==> config.mk <==
export PLATFORM = sky130hd
export DESIGN_NAME = eyq_rx_diag_flat
export DESIGN_NICKNAME = d
export VERILOG_FILES = /design/src/verilog/eyq_pkg.sv /design/src/verilog/eyq_link_if.sv /design/src/verilog/eyq_rx_diag.sv /design/src/flat_wrapper.sv
export SDC_FILE = /design/constraint.sdc
export NUM_CORES = 1
export LEC_CHECK = 0
export BUFFER_PORTS_ARGS = -buffer_cell sky130_fd_sc_hd__clkbuf_2
export CORE_MARGIN = 3
export CORE_UTILIZATION = 60
export CTS_CLUSTER_DIAMETER = 120
export DETAILED_ROUTE_END_ITERATION = 7
export GPL_ROUTABILITY_DRIVEN = 0
export PLACE_DENSITY = 0.82
export SLEW_MARGIN = 5
export SYNTH_ARGS = -nofsm -noshare
export SYNTH_HDL_FRONTEND = slang
export SYNTH_SLANG_ARGS = --single-unit
==> constraint.sdc <==
create_clock -name mclk -period 5.6 [get_ports mclk]
set_input_delay 0.28 -clock mclk [delete_from_list [all_inputs] [get_ports mclk]]
set_output_delay 0.28 -clock mclk [all_outputs]
set_load 0.02 [all_outputs]
==> src/verilog/eyq_pkg.sv <==
// Purpose: Shared constants and types for the eye-scan and cursor analysis link pair
// Assumes: One link bit per lane per mclk cycle, so one UI is one mclk period
// Notes: Levels are signed two's complement receiver amplitudes
package eyq_pkg;
  localparam int LANES_DEF = 2;
  localparam int LVL_W = 8;
  localparam int CNT_W = 24;
  localparam int LEN_W = 16;
  localparam int VO_W = 8;
  localparam int MODE_W = 4;
  localparam int PO_W = 2;
  localparam int TAPS = 4;
  localparam int TAP_REF = 1;
  localparam int DECIM = 20;
  localparam int DECIM_W = 5;
  localparam int EQM_W = 2;
  localparam int EQ_W = 5;
  localparam int ACC_W = 20;
  localparam int AN_W = 20;
  localparam int ADC_W = 4;
  localparam int EMPH_W = 4;
  localparam logic [MODE_W-1:0] MODE_MATCH = 4'h1;
  localparam logic [MODE_W-1:0] MODE_AUTO_MIN = 4'h8;
  localparam logic [MODE_W-1:0] MODE_INNER = 4'h8;
  localparam logic [MODE_W-1:0] MODE_OUTER = 4'h9;
  localparam logic [MODE_W-1:0] MODE_AVERAGE = 4'hA;
  localparam logic [EQM_W-1:0] EQM_ADAPT = 2'h1;
  localparam logic [EQM_W-1:0] EQM_PRE = 2'h2;
  localparam logic [EQM_W-1:0] EQM_POST = 2'h3;
  localparam logic [EQ_W-1:0] EQ_LEVEL_RST = 5'h10;
  localparam logic [LVL_W-1:0] EQ_TARGET = 8'h28;
  localparam logic [VO_W-1:0] BND_INNER_RST = 8'h7F;
  localparam logic [VO_W-1:0] BND_OUTER_RST = 8'h00;
  localparam logic [6:0] LFSR_SEED = 7'h7F;
  localparam int TX_AMP = 40;
  localparam int TX_ISI = 12;
  // Timing in unit intervals and the derived cycle counts
  localparam int CLK_NS = 40;
  localparam int UI_NS = 40;
  localparam int FREEZE_ACT_UI = 48;
  localparam int FREEZE_ACT_CYC = (FREEZE_ACT_UI * UI_NS) / CLK_NS;
  localparam int ANALYSIS_UI = 150000;
  localparam int ANALYSIS_CYC_DEF = (ANALYSIS_UI * UI_NS + CLK_NS - 1) / CLK_NS;
  typedef enum logic [1:0]
  {
    EQ_ADAPT = 2'b00,
    EQ_HOLD = 2'b01,
    EQ_ANALYZE = 2'b10,
    EQ_RESULT = 2'b11
  } eyq_eq_t;
endpackage

==> src/verilog/eyq_link_if.sv <==
// Purpose: Serial lane bundle between transmitter end and receiver diagnostic end
// Assumes: Both ends share mclk; one symbol per lane per cycle when valid
// Notes: Level is the received amplitude, bit is the transmitted reference
`timescale 1ns/1ps
interface eyq_link_if #(parameter int LANES = eyq_pkg::LANES_DEF);
  logic valid;
  logic [LANES-1:0] lane_bit;
  logic [LANES-1:0][eyq_pkg::LVL_W-1:0] lane_level;
  modport tx (output valid, output lane_bit, output lane_level);
  modport rx (input valid, input lane_bit, input lane_level);
endinterface

==> src/verilog/eyq_rx_diag.sv <==
// Purpose: Receiver eye-scan engine and equalizer freeze with cursor analysis
// Assumes: Link symbols arrive on mclk from same-clock logic
// Notes: Cursor analysis and adaptation watch lane 0 only
// How it works
// - Scan all enabled lanes together, any bitstream
// - Mode below 8 uses programmed offset, else auto
// - Sampler timing tap follows programmed phase offset
// - Analyze one bit per twenty, selected position
// - Run ends after programmed sample count
// - Clear pulse zeroes counter, else accumulates
// - Run control high starts collection
// - Per-lane done rises when run completes
// - Auto modes report boundary, others report count
// - Runs repeat with receiver left enabled
// - Receiver adapts in mode 1 before analysis
// - Freeze stops adaptation, forces flags low
// - Freeze change acted on within 48 UI
// - Mode 2 pre-cursor, mode 3 post-cursor analysis
// - Analysis completes within 150000 UI
// - Flags report over or under equalization
// - Mode change and freeze release written separately
// - Mode 1 then freeze release resumes adaptation
`timescale 1ns/1ps
module eyq_rx_diag #(
  parameter int LANES = eyq_pkg::LANES_DEF,
  parameter int ANALYSIS_CYC = eyq_pkg::ANALYSIS_CYC_DEF
) (
  input wire logic mclk,
  input wire logic reset,
  eyq_link_if.rx lk,
  input wire logic link_receiver_enable,
  input wire logic [LANES-1:0] lane_enable,
  input wire logic [eyq_pkg::MODE_W-1:0] scan_mode_select,
  input wire logic [eyq_pkg::VO_W-1:0] sampler_voltage_offset,
  input wire logic [eyq_pkg::PO_W-1:0] sampler_phase_offset,
  input wire logic [eyq_pkg::DECIM_W-1:0] decimation_phase_select,
  input wire logic [eyq_pkg::LEN_W-1:0] scan_sample_length,
  input wire logic mismatch_counter_clear,
  input wire logic scan_run_control,
  input wire logic [eyq_pkg::EQM_W-1:0] equalizer_mode,
  input wire logic equalizer_freeze,
  output logic [LANES-1:0] scan_done_flag,
  output logic [LANES-1:0][eyq_pkg::CNT_W-1:0] mismatch_counter,
  output logic [LANES-1:0][eyq_pkg::VO_W-1:0] eye_boundary_readback,
  output logic [eyq_pkg::EQ_W-1:0] equalizer_level_readback,
  output logic over_equalized_flag,
  output logic under_equalized_flag
);
  import eyq_pkg::*;

  logic [DECIM_W-1:0] dec_q, dec_d;
  logic [LANES-1:0][TAPS-1:0][LVL_W-1:0] lvl_q, lvl_d;
  logic [LANES-1:0][TAPS-1:0] bit_q, bit_d;
  logic run_q, run_d, clr_q, clr_d;
  logic [LANES-1:0] done_q, done_d;
  logic [LANES-1:0][LEN_W-1:0] sc_q, sc_d;
  logic [LANES-1:0][CNT_W-1:0] cnt_q, cnt_d;
  logic [LANES-1:0][VO_W-1:0] bnd_q, bnd_d;
  logic [LEN_W-1:0] target;

  assign target = (scan_sample_length == '0) ? LEN_W'(1) : scan_sample_length;

  // Scan engine
  always_comb
  begin
    logic [LVL_W-1:0] samp;
    logic [LVL_W-1:0] mag;
    logic signed [LVL_W:0] diff;
    logic miss;
    logic take;
    samp = '0;
    mag = '0;
    diff = '0;
    miss = 1'b0;
    take = 1'b0;
    dec_d = dec_q;
    lvl_d = lvl_q;
    bit_d = bit_q;
    done_d = done_q;
    sc_d = sc_q;
    cnt_d = cnt_q;
    bnd_d = bnd_q;
    run_d = scan_run_control;
    clr_d = mismatch_counter_clear;
    if (link_receiver_enable && lk.valid)
    begin
      dec_d = (dec_q == DECIM_W'(DECIM - 1)) ? '0 : dec_q + DECIM_W'(1);
    end
    for (int l = 0; l < LANES; l++)
    begin
      if (lk.valid)
      begin
        lvl_d[l] = {lvl_q[l][TAPS-2:0], lk.lane_level[l]};
        bit_d[l] = {bit_q[l][TAPS-2:0], lk.lane_bit[l]};
      end
      samp = lvl_q[l][sampler_phase_offset];
      mag = samp[LVL_W-1] ? LVL_W'(-samp) : samp;
      diff = $signed({samp[LVL_W-1], samp}) -
        $signed({sampler_voltage_offset[VO_W-1], sampler_voltage_offset});
      miss = (diff >= 0) != bit_q[l][TAP_REF];
      take = scan_run_control && run_q && !done_q[l] && lane_enable[l] &&
        link_receiver_enable && lk.valid && (dec_q == decimation_phase_select);
      if (clr_q && !mismatch_counter_clear)
      begin
        cnt_d[l] = '0;
      end
      if (take && (scan_mode_select < MODE_AUTO_MIN))
      begin
        cnt_d[l] = cnt_d[l] + CNT_W'((scan_mode_select == MODE_MATCH) ? !miss : miss);
      end
      if (take && (scan_mode_select >= MODE_AUTO_MIN))
      begin
        case (scan_mode_select)
          MODE_INNER: if (mag < bnd_q[l]) bnd_d[l] = mag;
          MODE_OUTER: if (mag > bnd_q[l]) bnd_d[l] = mag;
          MODE_AVERAGE: bnd_d[l] = VO_W'(({1'b0, bnd_q[l]} + {1'b0, mag}) >> 1);
          default: bnd_d[l] = bnd_q[l];
        endcase
      end
      if (take)
      begin
        sc_d[l] = sc_q[l] + LEN_W'(1);
        if (sc_q[l] + LEN_W'(1) >= target)
        begin
          done_d[l] = 1'b1;
        end
      end
      if (scan_run_control && !run_q)
      begin
        sc_d[l] = '0;
        bnd_d[l] = (scan_mode_select == MODE_INNER) ? BND_INNER_RST : BND_OUTER_RST;
      end
      if (!scan_run_control)
      begin
        done_d[l] = 1'b0;
        sc_d[l] = '0;
      end
    end
  end

  always_ff @(posedge mclk)
  begin
    if (reset)
    begin
      dec_q <= '0;
      lvl_q <= '0;
      bit_q <= '0;
      run_q <= 1'b0;
      clr_q <= 1'b0;
      done_q <= '0;
      sc_q <= '0;
      cnt_q <= '0;
      bnd_q <= '0;
    end
    else
    begin
      dec_q <= dec_d;
      lvl_q <= lvl_d;
      bit_q <= bit_d;
      run_q <= run_d;
      clr_q <= clr_d;
      done_q <= done_d;
      sc_q <= sc_d;
      cnt_q <= cnt_d;
      bnd_q <= bnd_d;
    end
  end

  assign scan_done_flag = done_q;
  assign mismatch_counter = cnt_q;
  assign eye_boundary_readback = bnd_q;

  // Equalizer freeze and cursor analysis
  eyq_eq_t st_q, st_d;
  logic frz_q, frz_d;
  logic [EQ_W-1:0] eq_q, eq_d;
  logic [ADC_W-1:0] adc_q, adc_d;
  logic signed [ACC_W-1:0] acc_q, acc_d;
  logic [AN_W-1:0] an_q, an_d;
  logic over_q, over_d, under_q, under_d;

  always_comb
  begin
    logic [LVL_W-1:0] c;
    logic [LVL_W-1:0] m;
    logic big;
    logic pre_tr;
    logic post_tr;
    logic live;
    c = lvl_q[0][TAP_REF];
    m = c[LVL_W-1] ? LVL_W'(-c) : c;
    big = m > EQ_TARGET;
    pre_tr = bit_q[0][TAP_REF-1] != bit_q[0][TAP_REF];
    post_tr = bit_q[0][TAP_REF+1] != bit_q[0][TAP_REF];
    live = lk.valid && link_receiver_enable;
    st_d = st_q;
    eq_d = eq_q;
    adc_d = adc_q;
    acc_d = acc_q;
    an_d = an_q;
    over_d = 1'b0;
    under_d = 1'b0;
    frz_d = equalizer_freeze;
    case (st_q)
      EQ_ADAPT:
      begin
        if (frz_q)
        begin
          st_d = EQ_HOLD;
        end
        else if (live && post_tr && (equalizer_mode == EQM_ADAPT))
        begin
          adc_d = adc_q + ADC_W'(1);
          if (adc_q == '1)
          begin
            if (big && (eq_q != '0)) eq_d = eq_q - EQ_W'(1);
            if (!big && (eq_q != '1)) eq_d = eq_q + EQ_W'(1);
          end
        end
      end
      EQ_HOLD:
      begin
        if (!frz_q && (equalizer_mode == EQM_ADAPT))
        begin
          st_d = EQ_ADAPT;
        end
        else if (!frz_q && (equalizer_mode >= EQM_PRE))
        begin
          st_d = EQ_ANALYZE;
          acc_d = '0;
          an_d = '0;
        end
      end
      EQ_ANALYZE:
      begin
        an_d = an_q + AN_W'(1);
        if (live && ((equalizer_mode == EQM_PRE) ? pre_tr : post_tr))
        begin
          acc_d = big ? acc_q + ACC_W'(1) : acc_q - ACC_W'(1);
        end
        if (frz_q)
        begin
          st_d = EQ_HOLD;
        end
        // Two cycles of freeze and state latency included
        else if (an_q == AN_W'(ANALYSIS_CYC - 3))
        begin
          st_d = EQ_RESULT;
          over_d = acc_d > 0;
          under_d = acc_d < 0;
        end
      end
      EQ_RESULT:
      begin
        over_d = over_q;
        under_d = under_q;
        if (frz_q)
        begin
          st_d = EQ_HOLD;
          over_d = 1'b0;
          under_d = 1'b0;
        end
      end
      default: st_d = EQ_HOLD;
    endcase
  end

  always_ff @(posedge mclk)
  begin
    if (reset)
    begin
      st_q <= EQ_ADAPT;
      frz_q <= 1'b0;
      eq_q <= EQ_LEVEL_RST;
      adc_q <= '0;
      acc_q <= '0;
      an_q <= '0;
      over_q <= 1'b0;
      under_q <= 1'b0;
    end
    else
    begin
      st_q <= st_d;
      frz_q <= frz_d;
      eq_q <= eq_d;
      adc_q <= adc_d;
      acc_q <= acc_d;
      an_q <= an_d;
      over_q <= over_d;
      under_q <= under_d;
    end
  end

  assign equalizer_level_readback = eq_q;
  assign over_equalized_flag = over_q;
  assign under_equalized_flag = under_q;
endmodule

==> src/flat_wrapper.sv <==
// flat-port wrapper written by rule: the top's interface ports become plain ports
module eyq_rx_diag_flat import eyq_pkg::*;
#(
  parameter int LANES = eyq_pkg::LANES_DEF,
  parameter int ANALYSIS_CYC = eyq_pkg::ANALYSIS_CYC_DEF
)
  (mclk, reset, link_receiver_enable, lane_enable, scan_mode_select, sampler_voltage_offset, sampler_phase_offset, decimation_phase_select, scan_sample_length, mismatch_counter_clear, scan_run_control, equalizer_mode, equalizer_freeze, scan_done_flag, mismatch_counter, eye_boundary_readback, equalizer_level_readback, over_equalized_flag, under_equalized_flag, lk_valid, lk_lane_bit, lk_lane_level);
  eyq_link_if #(.LANES(LANES)) lk_i ();
  input wire logic mclk;
  input wire logic reset;
  input wire logic link_receiver_enable;
  input wire logic [LANES-1:0] lane_enable;
  input wire logic [eyq_pkg::MODE_W-1:0] scan_mode_select;
  input wire logic [eyq_pkg::VO_W-1:0] sampler_voltage_offset;
  input wire logic [eyq_pkg::PO_W-1:0] sampler_phase_offset;
  input wire logic [eyq_pkg::DECIM_W-1:0] decimation_phase_select;
  input wire logic [eyq_pkg::LEN_W-1:0] scan_sample_length;
  input wire logic mismatch_counter_clear;
  input wire logic scan_run_control;
  input wire logic [eyq_pkg::EQM_W-1:0] equalizer_mode;
  input wire logic equalizer_freeze;
  output logic [LANES-1:0] scan_done_flag;
  output logic [LANES-1:0][eyq_pkg::CNT_W-1:0] mismatch_counter;
  output logic [LANES-1:0][eyq_pkg::VO_W-1:0] eye_boundary_readback;
  output logic [eyq_pkg::EQ_W-1:0] equalizer_level_readback;
  output logic over_equalized_flag;
  output logic under_equalized_flag;
  input wire logic [$bits(lk_i.valid)-1:0] lk_valid;
  input wire logic [$bits(lk_i.lane_bit)-1:0] lk_lane_bit;
  input wire logic [$bits(lk_i.lane_level)-1:0] lk_lane_level;
  assign lk_i.valid = lk_valid;
  assign lk_i.lane_bit = lk_lane_bit;
  assign lk_i.lane_level = lk_lane_level;
  eyq_rx_diag #(.LANES(LANES), .ANALYSIS_CYC(ANALYSIS_CYC)) u_core (.mclk(mclk), .reset(reset), .lk(lk_i), .link_receiver_enable(link_receiver_enable), .lane_enable(lane_enable), .scan_mode_select(scan_mode_select), .sampler_voltage_offset(sampler_voltage_offset), .sampler_phase_offset(sampler_phase_offset), .decimation_phase_select(decimation_phase_select), .scan_sample_length(scan_sample_length), .mismatch_counter_clear(mismatch_counter_clear), .scan_run_control(scan_run_control), .equalizer_mode(equalizer_mode), .equalizer_freeze(equalizer_freeze), .scan_done_flag(scan_done_flag), .mismatch_counter(mismatch_counter), .eye_boundary_readback(eye_boundary_readback), .equalizer_level_readback(equalizer_level_readback), .over_equalized_flag(over_equalized_flag), .under_equalized_flag(under_equalized_flag));
endmodule
# ---- Word level (Yosys, flattened, before mapping)
# Cells that the tools add are included.
# Widths: inputs -> output; s select.
dict set report word_totals {
  reg_bits 228
  in_bits 64
  output_inout_bits 73
}
dict set report op_classes {
  n_addsub 18
  magnitude_cmp 15
  eq_ne 28
  n_mux 49
  bitwise 2
  n_reduce_logical 52
}
# cell count
set op_table {}
lappend op_table {{$mux 8} 13}
lappend op_table {{$mux 20} 5}
lappend op_table {{$mux 24} 4}
lappend op_table {{$pmux 20 s2} 2}
lappend op_table {{$add 24x24->24} 2}
lappend op_table {{$pmux 8 s3} 2}
lappend op_table {{$add 16x1->16 const B} 2}
lappend op_table {{$bmux 8 s2} 2}
lappend op_table {{$ge 16x16->1} 2}
lappend op_table {{$logic_and 1x1->1} 25}
lappend op_table {{$neg 8->8} 3}
lappend op_table {{$add 20x1->20 const B} 1}
lappend op_table {{$add 20x2->20 const B} 1}
lappend op_table {{$eq 20x18->1 const B} 1}
lappend op_table {{$gt 20x1->1 const B} 1}
lappend op_table {{$lt 20x1->1 const B} 1}
lappend op_table {{$sub 20x2->20 const B} 1}
lappend op_table {{$add 8x8->9} 2}
lappend op_table {{$ge 9x1->1 const B} 2}
lappend op_table {{$ne 3x1->1 const B} 6}
lappend op_table {{$sub 8x8->9} 2}
lappend op_table {{$eq 4x4->1 const B} 4}
lappend op_table {{$gt 8x8->1} 2}
lappend op_table {{$logic_not 16->1} 1}
lappend op_table {{37 further kinds} 77}

# ---- Logic depth before layout (Yosys ltp)
dict set report logic_depth {
  ltp_word 10
  ltp_mapped 20
}

# ---- Worst setup path after synthesis
# OpenSTA, ideal clock, no wires.
dict set report synth_timing {
  path_type {register to register}
  from {reg u_core.lvl_q[8] (netlist bit)}
  to {reg u_core.over_q (netlist: u_core.over_equalized_flag)}
  setup_ns 0.125
  t_arrival_ns 4.574
  path_slack_ns 0.901
  stages_incl_launch_ff 17
  path_buffers 1
  period_less_slack_ns 4.699
  cell_sequence {dfxtp_1 -> inv_1 -> ha_1 -> nor2b_1 -> nor3_1 -> o311ai_1 -> and2_0 -> clkbuf_1 -> ha_1 -> a2111oi_0 -> o21ai_1 -> a41oi_2 -> a21oi_1 -> a221oi_2 -> xnor2_1 -> o41a_1 -> o41a_1}
}
dict set report synth_between {
  elab_chain_cells 10
}
# item line
set synth_lines {}
lappend synth_lines {{from (decl)} eyq_rx_diag.sv:52} ;# logic [LANES-1:0][TAPS-1:0][LVL_W-1:0] lvl_q, lvl_d;
lappend synth_lines {{from (signal assigned)} eyq_rx_diag.sv:158} ;# lvl_q <= lvl_d;
lappend synth_lines {{$neg 8->8} eyq_rx_diag.sv:191} ;# m = c[LVL_W-1] ? LVL_W'(-c) : c;
lappend synth_lines {{$mux 8 *} eyq_rx_diag.sv:191}
lappend synth_lines {{$gt 8x6->1 *} eyq_rx_diag.sv:192} ;# big = m > EQ_TARGET;
lappend synth_lines {{$mux 20 *} eyq_rx_diag.sv:239} ;# acc_d = big ? acc_q + ACC_W'(1) : acc_q - ACC_W'(1);
lappend synth_lines {{$mux 20 *} eyq_rx_diag.sv:237} ;# if (live && ((equalizer_mode == EQM_PRE) ? pre_tr : post_tr))
lappend synth_lines {{$mux 20 *} eyq_rx_diag.sv:204} ;# case (st_q)
lappend synth_lines {{$gt 20x1->1 *} eyq_rx_diag.sv:249} ;# over_d = acc_d > 0;
lappend synth_lines {{$mux 1 *} eyq_rx_diag.sv:246} ;# else if (an_q == AN_W'(ANALYSIS_CYC - 3))
lappend synth_lines {{$mux 1 *} eyq_rx_diag.sv:241} ;# if (frz_q)
lappend synth_lines {{$pmux 1 s2 *} eyq_rx_diag.sv:204}
lappend synth_lines {{to (signal assigned)} eyq_rx_diag.sv:289} ;# over_q <= over_d;
lappend synth_lines {{to (decl)} eyq_rx_diag.sv:180} ;# logic over_q, over_d, under_q, under_d;
# Mark *: on every way between the ends. The rest lies on a longest branch, timed or not. The select of a mux whose other input is x is not followed.
# A chain may end at the register's enable or synchronous reset.

# ---- Worst setup path in the final report
# Ends and elaborated chain as after synthesis.

==> flow_summary.yaml <==
floorplanning:
  rows: 55
  fp.dieH_um: 159
  core_region_area_mm2: 0.0228
  initial_utilization: 0.616
  dieArea_mm2: 0.0252
  die_w_um: 159
  io_pins: 137
clock_tree:
  clk_latency_ns: 0.54
  cts.htree.levels: 1
  path_clk_slew_ns: 0.06
  cts_resized: 0
  hold_buffers: 17
  cts_tree: "yes"
  cts_buffers: 26
  cts_setup_buffers: 0
  clock-root-buffer: "clkbuf_16"
  cts.sinks: 228
  cts.path.max_buffers: 3
synth:
  synth_area_leader_cell: "dfxtp_1"
  synth-seq-area-share: 0.325
  yosys_most_used_dff: "dfxtp_1"
  synth_async_sr_flop_share: 0
  syn-instance-count: 1647
  synth_area_mm2: 0.0140
  synth_edf_count: 0
  yosys_warnings: 0
  synth_cell_types: 71
  synth_top_cell_area_share: 0.325
  syn_nets: 1831
  syn_avg_cell_area_um2: 8.52
  synthTopCellsByCount: "nor2_1, dfxtp_1, ha_1"
  synth_most_common_cell: "nor2_1"
  synth_area_leaders: "dfxtp_1, ha_1, nor2_1"
  ys_seq_elements: 228
timing:
  rsz0062_at_grt: "false"
  hold_viol_final: 0
  slew_violations: 0
  post-route-period-util: 0.885
  setup_slack_ns: 0.643
  worst_pin_slew_ns: 1.14
  timing.fmax_ghz: 0.202
  tns_ns: 0
  slew_headroom: 0.240
  finalCriticalPeriod_ns: 4.96
  setup_viol: 0
  whs_ns: 0.0225
  skew_ns: 0.0159
finish:
  fillers: 1738
  utilization: 0.703
  register_area_mm2: 0.00456
  nets: 1956
  antennaDiodeCount: 0
  multi_input_area_mm2: 0.00891
  drive_above_1_share: 0.127
  area_growth_pct: 14.2
power:
  power_w: 0.00411
  leakagePower_nw: 7.06
  seqPwrFrac: 0.411
  ir_drop_v: 0.000265
  power.switching_w: 0.00111
  p_clk_frac: 0.445
  power_density_mw_per_mm2: 257
  p_int_w: 0.00301
  p_sw_frac: 0.269
  p_comb_frac: 0.145
critical_path:
  required_ns: 6.01
  cp-end-kind: "register"
  critPathKind: "register to register"
  crit_path_top_delay_cell: "o311ai_1"
  regToRegSetupSlack_ns: 0.64
  crit_fanout: 14
  slowest_delay_ns: 0.50
  critPathBufInv: 2
  cpLargestDelayFamily: "compound AO/OA/AOI/OAI gates"
  crit_arrival_ns: 5.37
  path_cells: "inv_1, ha_1, nor2b_1, nor3_1, o311ai_1, and2_0, buf_4, ha_1, and3_1, o211ai_1, a21oi_1, o21ai_0, o21a_1, o311ai_0, o41a_1, o41a_1"
  start_kind: "register"
routing:
  wl_mm: 33.6
  vias: 12188
  drt_iter0_drc: 804
  final_antenna_net_count: 0
  routedWlPerCell_um: 15.9
  via_per_inst: 5.79
  firstDrtPassIters: 5
  drc: 0
worst_hold_path:
  hold_path.class: "input port to register"
run_status:
  outcome: "completed"
global_routing:
  grt_max_degree: 83
  grt_pass1_wl_mm: 55.7
  grt_antenna_before_repair: 0
  grtUsageTotal: 0.256
  overflow: 0
  grt_pass1_vias: 11551
place:
  port_buffers: 136
  hpwl_mm: 24.1
  post-place-ws_ns: 0.765
run:
  cap_violations: 0
sequential cells by signal, indices dropped and copies added (netlist names):
name / flops
u_core.dec_q: 5
u_core.over_equalized_flag: 1
u_core.adc_q: 4
u_core.clr_q: 1
u_core.under_equalized_flag: 1
u_core.bit_q: 5
u_core.mismatch_counter: 48
u_core.sc_q: 32
u_core.eye_boundary_readback: 16
u_core.acc_q: 20
u_core.run_q: 1
u_core.scan_done_flag: 2
u_core.an_q: 20
u_core.st_q: 2
u_core.equalizer_level_readback: 5
u_core.lvl_q: 64
u_core.frz_q: 1
power groups by stage:
stage / registers [W] / clock network (W) / logic [W]
after global placement: 0.00172 / 0 / 0.000556
after CTS: 0.00169 / 0.00186 / 0.000590
after floorplan: 0.00172 / 0 / 0.000425
after detailed placement: 0.00172 / 0 / 0.000576
after global routing: 0.00169 / 0.00192 / 0.000660
final: 0.00169 / 0.00183 / 0.000596
worst reg2reg max path: cells and delay by family, from the launching register on:
family,cells,cell delay (ns)
fa+ha+maj,2,0.62
flops,1,0.42
compound gates,8,2.51
simple gates,4,0.91
buf+inv,2,0.37
metrics by stage:
step	area (um2)	cells
final	16000	2105
after global routing	16000	2105
after CTS	16000	2105
after detailed placement	14900	2040
after global placement	14900	2040
after floorplan	14000	1647
layout make-up:
type,instances,share of cell area
timing repair buffer,164,0.0586
clock inverter,11,0.0102
clock buffer,37,0.0476
tap,313,0.0244
multi-input combinational,1275,0.556
sequential,228,0.285
inverter,77,0.0180
layout by cell type (no fill, tap or decap), types with 6 or more instances in the layout:
master         count
a211oi_1           9
a21o_1            24
a21oi_1           76
a221oi_1           6
a22oi_1           18
a31oi_1            7
and2_1            10
and3_1            23
and4_1            12
buf_4             13
clkbuf_16         27
clkbuf_2         134
dfxtp_1          228
dlygate4sd3_1     17
ha_1             116
inv_1             77
mux2i_1           83
mux4_2            16
nand2_1          111
nand2b_1          23
nand3_1           35
nand4_1           38
nor2_1           261
nor2b_1           18
nor3_1            22
nor4_1             9
o21a_1            14
o21ai_0           62
o21bai_1          13
o31ai_1            6
or2_2              6
or3_1             26
xnor2_1           75
xor2_1            85
layer usage:
layer  share of wire  wire length [um]  track usage  vias to the layer above
met5               0                 0            0                        -
met4           0.024               812       0.0704                        0
met3           0.053              1770       0.0394                       60
met2            0.46             15500        0.427                      372
met1            0.46             15500        0.347                     5729
li1                -                 -            -                     6027
final timing paths:
kind	from	to	depth (start not counted)
hold reg to reg	u_core.acc_q[5]$_SDFFE_PP0P_	u_core.acc_q[5]$_SDFFE_PP0P_	2
setup / recovery	u_core.lvl_q[8]$_SDFFE_PP0P_	u_core.over_equalized_flag$_SDFFE_PP0P_	16
hold / removal	lk_lane_level[11]	u_core.lvl_q[35]$_SDFFE_PP0P_	3
setup reg to reg	u_core.lvl_q[8]$_SDFFE_PP0P_	u_core.over_equalized_flag$_SDFFE_PP0P_	16
kinds of logic after synthesis:
kind of cell | synth area share
flops | 0.325
compound gates | 0.131
xor+xnor | 0.0999
mux | 0.0865
fa+ha+maj | 0.109
simple gates | 0.209
buf+inv | 0.0394
Note: power is estimated with default switching activity, not from simulation.
